### config.mk
export PLATFORM = sky130hd
export DESIGN_NAME = alarm_match
export DESIGN_NICKNAME = d
export VERILOG_FILES = /design/src/design/alarm_pkg.sv /design/src/design/alarm_match.sv
export SDC_FILE = /design/constraint.sdc
export NUM_CORES = 1
export LEC_CHECK = 0
export BUFFER_PORTS_ARGS = -buffer_cell sky130_fd_sc_hd__buf_2
export CORE_MARGIN = 5
export CORE_UTILIZATION = 50
export CTS_BUF_LIST = sky130_fd_sc_hd__clkbuf_16
export DETAILED_ROUTE_END_ITERATION = 7
export PLACE_DENSITY = 0.81
export SYNTH_ARGS = -nofsm -noshare
export SYNTH_HDL_FRONTEND = slang
export SYNTH_SLANG_ARGS = --single-unit
### constraint.sdc
create_clock -name clk -period 2.6 [get_ports clk]
set_clock_uncertainty 0.2 [all_clocks]
set_input_delay 0.26 -clock clk [delete_from_list [all_inputs] [get_ports clk]]
set_output_delay 0.26 -clock clk [all_outputs]
set_load 0.01 [all_outputs]
### src/design/alarm_pkg.sv
// Package: register map, field positions and carriers of the alarm match block
package alarm_pkg;

   // ======================================================
   // Register indices (printed offsets, byte address = 4 x index)
   localparam logic [3:0] IDX_ALARM_MINUTE = 4'h8;
   localparam logic [3:0] IDX_ALARM_HOUR   = 4'h9;
   localparam logic [3:0] IDX_ALARM_WD     = 4'hA;
   localparam logic [3:0] IDX_EXTENSION    = 4'hD;
   localparam logic [3:0] IDX_FLAG         = 4'hE;
   localparam logic [3:0] IDX_CONTROL      = 4'hF;

   // ======================================================
   // Field positions
   localparam int BIT_COMPARE_DISABLE = 7;
   localparam int BIT_TARGET_SELECT   = 6;
   localparam int BIT_ALARM_FLAG      = 3;
   localparam int BIT_IRQ_ENABLE      = 3;
   localparam int BIT_CLOCK_RESET     = 0;

   // Bit 6 of the hour alarm is a plain storage bit
   localparam logic [7:0] HOUR_CMP_MASK = 8'h3F;
   localparam logic [7:0] DATE_CMP_MASK = 8'h3F;
   localparam logic [7:0] WEEK_CMP_MASK = 8'h7F;
   localparam logic [7:0] MIN_CMP_MASK  = 8'h7F;

   // ======================================================
   // Reset values
   localparam logic [7:0] RST_ALARM     = 8'h00;
   localparam logic [7:0] RST_EXTENSION = 8'h00;
   localparam logic [7:0] RST_FLAG      = 8'h00;
   localparam logic [7:0] RST_CONTROL   = 8'h00;

   // AXI answers
   localparam logic [1:0] RESP_OKAY   = 2'h0;
   localparam logic [1:0] RESP_SLVERR = 2'h2;

   // Running time from the counters: BCD minute, hour, date, one-hot weekday
   typedef struct packed {
      logic [7:0] minute;
      logic [7:0] hour;
      logic [7:0] date;
      logic [7:0] weekday;
   } time_now_t;

   typedef struct packed {
      logic [7:0] alarm_minute;
      logic [7:0] alarm_hour;
      logic [7:0] alarm_wd;
      logic [7:0] extension;
      logic       alarm_flag;
      logic [7:0] control;
      logic       irq_drive;
      logic       awready;
      logic       wready;
      logic       aw_held;
      logic       w_held;
      logic [3:0] aw_idx;
      logic       aw_ok;
      logic [31:0] wdata;
      logic [3:0] wstrb;
      logic       bvalid;
      logic [1:0] bresp;
      logic       arready;
      logic       rvalid;
      logic [31:0] rdata;
      logic [1:0] rresp;
   } state_t;

endpackage : alarm_pkg

### src/design/alarm_match.sv
// Alarm comparison, sticky alarm flag and open-drain interrupt with AXI4-Lite registers

module alarm_match (
   input  wire logic                   clk,
   input  wire logic                   sys_rst,
   input  wire logic                   clk_en,
   input  wire alarm_pkg::time_now_t   time_now,
   input  wire logic                   minute_tick,
   input  wire logic [5:0]             s_axi_awaddr,
   input  wire logic                   s_axi_awvalid,
   output logic                        s_axi_awready,
   input  wire logic [31:0]            s_axi_wdata,
   input  wire logic [3:0]             s_axi_wstrb,
   input  wire logic                   s_axi_wvalid,
   output logic                        s_axi_wready,
   output logic [1:0]                  s_axi_bresp,
   output logic                        s_axi_bvalid,
   input  wire logic                   s_axi_bready,
   input  wire logic [5:0]             s_axi_araddr,
   input  wire logic                   s_axi_arvalid,
   output logic                        s_axi_arready,
   output logic [31:0]                 s_axi_rdata,
   output logic [1:0]                  s_axi_rresp,
   output logic                        s_axi_rvalid,
   input  wire logic                   s_axi_rready,
   output logic                        irq_n_o,
   output logic                        irq_n_oe
);

   // ======================================================
   // Helpers
   function automatic logic idx_mapped(input logic [3:0] idx);
      idx_mapped = (idx == alarm_pkg::IDX_ALARM_MINUTE) || (idx == alarm_pkg::IDX_ALARM_HOUR) ||
                   (idx == alarm_pkg::IDX_ALARM_WD) || (idx == alarm_pkg::IDX_EXTENSION) ||
                   (idx == alarm_pkg::IDX_FLAG) || (idx == alarm_pkg::IDX_CONTROL);
   endfunction : idx_mapped

   function automatic logic [7:0] merge_byte(input logic [7:0] old, input logic [31:0] data,
                                             input logic [3:0] strb);
      merge_byte = strb[0] ? data[7:0] : old;
   endfunction : merge_byte

   function automatic logic field_match(input logic [7:0] alarm, input logic [7:0] now,
                                        input logic [7:0] mask);
      field_match = alarm[alarm_pkg::BIT_COMPARE_DISABLE] || ((alarm & mask) == (now & mask));
   endfunction : field_match

   alarm_pkg::state_t q;
   alarm_pkg::state_t d;

   logic       wd_disabled;
   logic       wd_hit;
   logic       alarm_hit;
   logic       alarm_event;
   logic [7:0] flag_view;
   logic [3:0] rd_idx;

   // ======================================================
   // Match logic
   always_comb begin
      wd_disabled = q.alarm_wd[alarm_pkg::BIT_COMPARE_DISABLE];
      if (q.extension[alarm_pkg::BIT_TARGET_SELECT]) begin
         // Date form: bit 6 is storage, compare BCD bits 5..0
         wd_hit = wd_disabled ||
                  ((q.alarm_wd & alarm_pkg::DATE_CMP_MASK) == (time_now.date & alarm_pkg::DATE_CMP_MASK));
      end else begin
         // Any enabled weekday counts
         wd_hit = wd_disabled ||
                  (|(q.alarm_wd & time_now.weekday & alarm_pkg::WEEK_CMP_MASK));
      end
      alarm_hit = wd_hit &&
                  field_match(q.alarm_minute, time_now.minute, alarm_pkg::MIN_CMP_MASK) &&
                  field_match(q.alarm_hour, time_now.hour, alarm_pkg::HOUR_CMP_MASK);
      // Evaluated only on the minute update, so a match is one event and the
      // present time never fires on its own; all fields disabled fires each minute while control bit 0 (clock reset) is clear
      alarm_event = minute_tick && alarm_hit &&
                    !q.control[alarm_pkg::BIT_CLOCK_RESET];
      flag_view = alarm_pkg::RST_FLAG;
      flag_view[alarm_pkg::BIT_ALARM_FLAG] = q.alarm_flag;
      rd_idx = s_axi_araddr[5:2];
   end

   // ======================================================
   // Next state
   always_comb begin
      d = q;
      // Write channel capture in either order
      if (q.awready && s_axi_awvalid) begin
         d.aw_held = 1'b1;
         d.awready = 1'b0;
         d.aw_idx = s_axi_awaddr[5:2];
         d.aw_ok = idx_mapped(s_axi_awaddr[5:2]) && (s_axi_awaddr[1:0] == 2'b00);
      end
      if (q.wready && s_axi_wvalid) begin
         d.w_held = 1'b1;
         d.wready = 1'b0;
         d.wdata = s_axi_wdata;
         d.wstrb = s_axi_wstrb;
      end
      if (q.aw_held && q.w_held && !q.bvalid) begin
         d.aw_held = 1'b0;
         d.w_held = 1'b0;
         d.bvalid = 1'b1;
         d.bresp = q.aw_ok ? alarm_pkg::RESP_OKAY : alarm_pkg::RESP_SLVERR;
         if (q.aw_ok) begin
            case (q.aw_idx)
               alarm_pkg::IDX_ALARM_MINUTE: d.alarm_minute = merge_byte(q.alarm_minute, q.wdata, q.wstrb);
               alarm_pkg::IDX_ALARM_HOUR:   d.alarm_hour = merge_byte(q.alarm_hour, q.wdata, q.wstrb);
               alarm_pkg::IDX_ALARM_WD:     d.alarm_wd = merge_byte(q.alarm_wd, q.wdata, q.wstrb);
               alarm_pkg::IDX_EXTENSION:    d.extension = merge_byte(q.extension, q.wdata, q.wstrb);
               alarm_pkg::IDX_CONTROL:      d.control = merge_byte(q.control, q.wdata, q.wstrb);
               alarm_pkg::IDX_FLAG: begin
                  // Only a 0 clears; a 1 leaves the flag alone
                  if (q.wstrb[0] && !q.wdata[alarm_pkg::BIT_ALARM_FLAG]) begin
                     d.alarm_flag = 1'b0;
                  end
               end
               default: begin
               end
            endcase
         end
      end
      if (q.bvalid && s_axi_bready) begin
         d.bvalid = 1'b0;
         d.awready = 1'b1;
         d.wready = 1'b1;
      end
      // Read channel: one cycle answer, held until taken
      if (q.arready && s_axi_arvalid) begin
         d.arready = 1'b0;
         d.rvalid = 1'b1;
         d.rresp = alarm_pkg::RESP_OKAY;
         d.rdata = 32'h0000_0000;
         if (!idx_mapped(rd_idx) || (s_axi_araddr[1:0] != 2'b00)) begin
            d.rresp = alarm_pkg::RESP_SLVERR;
         end else begin
            case (rd_idx)
               alarm_pkg::IDX_ALARM_MINUTE: d.rdata[7:0] = q.alarm_minute;
               alarm_pkg::IDX_ALARM_HOUR:   d.rdata[7:0] = q.alarm_hour;
               alarm_pkg::IDX_ALARM_WD:     d.rdata[7:0] = q.alarm_wd;
               alarm_pkg::IDX_EXTENSION:    d.rdata[7:0] = q.extension;
               alarm_pkg::IDX_FLAG:         d.rdata[7:0] = flag_view;
               alarm_pkg::IDX_CONTROL:      d.rdata[7:0] = q.control;
               default:                     d.rdata[7:0] = 8'h00;
            endcase
         end
      end
      if (q.rvalid && s_axi_rready) begin
         d.rvalid = 1'b0;
         d.arready = 1'b1;
      end
      // Event beats a simultaneous software clear
      if (alarm_event) begin
         d.alarm_flag = 1'b1;
      end
      // Drive low only if enabled when the flag rises; any clear of flag or
      // enable releases it, and nothing else times it out
      if (alarm_event && !q.alarm_flag && d.control[alarm_pkg::BIT_IRQ_ENABLE]) begin
         d.irq_drive = 1'b1;
      end else if (!d.alarm_flag || !d.control[alarm_pkg::BIT_IRQ_ENABLE]) begin
         d.irq_drive = 1'b0;
      end
   end

   // ======================================================
   // State register
   always_ff @(posedge clk) begin
      if (sys_rst) begin
         q <= '0;
         q.alarm_minute <= alarm_pkg::RST_ALARM;
         q.alarm_hour <= alarm_pkg::RST_ALARM;
         q.alarm_wd <= alarm_pkg::RST_ALARM;
         q.extension <= alarm_pkg::RST_EXTENSION;
         q.control <= alarm_pkg::RST_CONTROL;
         q.awready <= 1'b1;
         q.wready <= 1'b1;
         q.arready <= 1'b1;
      end else if (clk_en) begin
         q <= d;
      end
   end

   // ======================================================
   // Outputs from flip-flops, except irq_n_o which is tied low
   // Open drain: only ever drives low, other sources wire-AND outside
   assign irq_n_o = 1'b0;
   assign irq_n_oe = q.irq_drive;
   assign s_axi_awready = q.awready;
   assign s_axi_wready = q.wready;
   assign s_axi_bvalid = q.bvalid;
   assign s_axi_bresp = q.bresp;
   assign s_axi_arready = q.arready;
   assign s_axi_rvalid = q.rvalid;
   assign s_axi_rdata = q.rdata;
   assign s_axi_rresp = q.rresp;

endmodule : alarm_match

Word-level counts from Yosys, hierarchy flattened
Cells that the tools add are included.
W data, S select, Z words.
{ "op_classes": {"eq_ne": 21, "muxes": 24, "n_bitwise": 1, "n_reduce_logical": 64} }
{ "op_table": {"columns": ["op", "count"], "rows": [
  ["$eq A4 B4 Y1 const B", 18],
  ["$pmux W8 S6", 1],
  ["$mux W36", 1],
  ["$reduce_and A5 Y1", 5],
  ["$mux W8", 3],
  ["$reduce_and A2 Y1", 11],
  ["$mux W9", 2],
  ["$logic_or A1 B1 Y1", 16],
  ["$reduce_bool A2 Y1", 8],
  ["$logic_and A1 B1 Y1", 15],
  ["$eq A6 B6 Y1", 2],
  ["$mux W1", 11],
  ["$mux W2", 5],
  ["$and A7 B7 Y7", 1],
  ["$eq A7 B7 Y1", 1],
  ["$logic_not A1 Y1", 7],
  ["$reduce_or A7 Y1", 1],
  ["$mux W3", 1],
  ["$logic_not A2 Y1", 1]
]} }
{ "totals": {"reg_bits": 75, "in_bits": 89, "out_inout_bits": 43, "word_cells": 132} }

Longest topological paths before layout
{ "logic_depth": {"word_depth": 13, "ltp_mapped": 8, "depth_no_buf": 5} }

Worst setup path after synthesis
Ideal clock, no wire load.
{ "synth_timing": {"kind": "reg-to-reg", "from": "reg q (netlist bit s_axi_bvalid)", "to": "reg q[118] (netlist bit)", "setup_time_ns": 0.128, "arrival_time_ns": 1.594, "required_time_ns": 2.272, "setup_slack_ns": 0.678, "stages_incl_launch_ff": 7, "n_path_buf": 1, "period_less_slack_ns": 1.922, "cell_sequence": "dfxtp_1 and4b_1 buf_4 nand4_4 nor4_4 mux2i_1 nor2_1"} }
{ "synth_via": {"elab_chain_cells": 3} }
{ "synth_lines": {"columns": ["item", "line", "source"], "rows": [
  ["from (decl)", "alarm_match.sv:48", "alarm_pkg::state_t q;"],
  ["$logic_not A1 Y1", "alarm_match.sv:100", "if (q.aw_held && q.w_held && !q.bvalid) begin"],
  ["$logic_and A1 B1 Y1", "alarm_match.sv:100", null],
  ["$reduce_and A5 Y1 (no line)", null, null]
]} }
No other way between the ends.
A chain may end at the register's enable or synchronous reset.

Worst setup path after layout
{ "layout_timing": {"from": "reg q[77] (netlist bit)", "to": "reg q[103] (netlist bit)"} }
{ "layout_via": {"elab_chain_cells": 2} }
{ "layout_lines": {"columns": ["item", "line", "source"], "rows": [
  ["$eq A4 B4 Y1", "alarm_match.sv:106", "case (q.aw_idx)"],
  ["$reduce_and A5 Y1 (no line)", null, null]
]} }
No other way between the ends.

==> results.cfg <==
[logic_synthesis]
synth-adder-area-share_pct = 0
synth_top_area_share_pct = 40.1
synth.area.top_cells = dfxtp_1 (40%), mux2i_1 (15%), buf_4 (8.0%), nor2_1 (6.2%), nand2_1 (4.0%)
synthCells = 403
ys_warn_count = 0
synth-simple-area-share_pct = 18.4
synth.distinct_cells = 43
synth-edff-count = 0
synth_top_family_by_area = simple AND/OR/NAND/NOR gates
synth_compound_area_share_pct = 10.4
yosysTopAreaCell = dfxtp_1
synth_xor_area_share_pct = 4.57
synth_mux_area_share_pct = 16.1
ys.flop_type = dfxtp_1
synth_area_per_cell_um2 = 9.04
yosysSeqAreaShare_pct = 40.1
syn_area_um2 = 3640
synthArstFlopShare_pct = 0
ys_seq_elements = 73

[detailed_routing]
dr.first_iter.drc_count = 164
num_vias = 3007
ant_nets = 0
drtPass1Iterations = 4
wire_per_inst_um = 15.7
viasPerCell = 5.25
drt-total-wl_um = 8970
drc = 0

[min_path]
hold_depth = 3
min_from = s_axi_bready
whs_endpoint = s_axi_wready
hold_class = input port to register

[die]
ios = 132
die_w_um = 95.4
fp.dieArea_um2 = 9100
rows = 31
start_util_pct = 50.8
die_h_um = 95.4
core_um2 = 7180

[timing]
setup_viol = 0
max_slew_margin_pct = 52.9
slew_violations = 0
finalHoldViolCount = 0
fin_ws_ps = 430
worstMarginPinSlew_ps = 707
fmax_mhz = 461
tns_ps = 0
min_period_ps = 2170
rsz0062_at_grt = no
timing.final.crit_share_pct = 83.5

[status]
outcome = completed

[final_layout]
area_growth_pct = 17.5
final_cell_mix = dfxtp_1 (73), buf_2 (71), nor2_1 (60)
final_util_pct = 59.7
num-nets-final = 560
n_antenna_cell = 0
layout_commonest_cell = dfxtp_1
drive_gt1_share_pct = 21.7
design_area_um2 = 4280

[place]
place_area_um2 = 3920
portBuffers = 71
gp_congestion = 0.920
hpwl_um = 6630
place_ws_ps = 367

[global_routing]
track_usage_pct = 20.4
grt_pass1_wl_um = 14300
grt_max_degree = 40
antenna_found_initial = 0
first_global_vias = 2956
gr-total-overflow = 0

[critical_path]
r2r_end = q[103]
crit_chain = nand4_2 -> or3_4 -> nor3_4 -> mux2i_1 -> nor2_1
r2r_slack_ps = 430
start_kind = register
r2r_start = q[77]
reg2regPathDepth = 5
max_stage_delay_ps = 520
crit_type = register to register
crit_arrival_ps = 2160
required_ps = 2590
endpoint_kind = register
slowest_stage = dfxtp_1
critPathMaxFanout = 8

[pwr]
powerDensity_nw_per_um2 = 590
max-vdd-ir-drop_v = 0.000247
swShare_pct = 23.2
cell_internal_pwr_mw = 1.94
clkPwrFrac_pct = 46.1
seq_power_share_pct = 46.2
power.total_mw = 2.53
power_leakage_nw = 1.75
comb_power_share_pct = 7.8
p_sw_mw = 0.586

[clocking]
htreeDepth = 3
clock_latency_ps = 330
post_cts_resized = 0
post-cts-setup-buffers = 0
cts_tree = built
clockBufferDepth = 2
clockRootBuffer = clkbuf_16
clk_pin_slew_worst_paths_ps = 60
cts_buffers = 9
cts_sinks = 73

[run]
maxCapViolCount = 0
state kept, by name (all words and copies together) (netlist names):
register	count
flag_view	1
s_axi_bresp	1
s_axi_rvalid	1
q	56
s_axi_bvalid	1
s_axi_arready	1
s_axi_rdata	8
s_axi_awready	1
irq_n_oe	1
s_axi_wready	1
s_axi_rresp	1
power groups by stage:
stage	Clock, mW	Sequential [mW]	Combinational, mW
after detailed placement	0	1.19	0.183
after global placement	0	1.19	0.179
final	1.16	1.17	0.196
after global routing	1.22	1.17	0.219
after CTS	1.17	1.17	0.195
after floorplan	0	1.18	0.143
worst max-delay path by stage:
stage	from	depth (start not counted)	endpoint	slack [ps]
2_1_floorplan	s_axi_bvalid	6	q[118]	680
3_3_place_gp	clk_en	7	q[110]	440
3_5_place_dp	clk_en	7	q[116]	370
4_1_cts	q[77]	5	q[102]	420
5_1_grt	q[77]	5	q[102]	290
6_report	q[77]	5	q[103]	430
layer usage:
metal,global-route usage (%),vias to the layer above,share of wire [%]
li1,-,1476,-
met1,26.2,1407,43
met2,33.5,108,48
met3,4.03,16,6.7
met4,8.41,0,1.9
met5,0,-,0
cell usage after synthesis, types with 2 or more instances:
cell / count
nor2_1: 60
nor4b_1: 2
nor3_4: 2
inv_1: 5
a22oi_1: 11
o21ai_0: 2
clkbuf_1: 14
buf_4: 39
buf_2: 2
mux2i_1: 53
xor2_1: 12
xnor2_1: 7
nor3_1: 6
and3_1: 2
and2_1: 2
a22o_1: 3
dfxtp_1: 73
a31oi_1: 3
o211ai_1: 2
nor4_1: 5
a32oi_1: 2
a211oi_1: 3
a221o_1: 4
nand3b_1: 2
nand2b_1: 3
nand3_1: 6
mux2_2: 5
a21oi_1: 16
nand2_1: 39
o22ai_1: 5
critical path: cells and delay by family, from the launching register on:
family           cells  cell delay, ps
and+or+nand+nor      4            1060
DFF                  1             520
muxes                1             250
area by class of cell:
cell class,instances,area [µm²]
inverters,5,18.8
clock buffers,9,225
well taps,99,124
multi-input cells,296,1910
flip-flops and latches,73,1460
clock inverters,5,50.0
fillers,615,2890
repair buffers,86,490
repair_timing:
action,CTS,global route
endpoints found under the hold margin,9,0
setup endpoints to repair,0,0
hold buffers,9,0
logic make-up after synthesis:
group | count (synthesis)
XOR/XNOR | 19
multiplexers | 58
buffers and inverters | 60
AND/OR/NAND/NOR | 137
other | 1
AO/OA/AOI/OAI | 55
flip-flops | 73
metrics by stage:
step	cells	hold WS, ps
global route	573	22.4
global placement	550	240
CTS	573	0.947
floorplan	429	196
detailed placement	550	245
finish	573	5.27
Note: power is estimated with default switching activity, not from simulation.
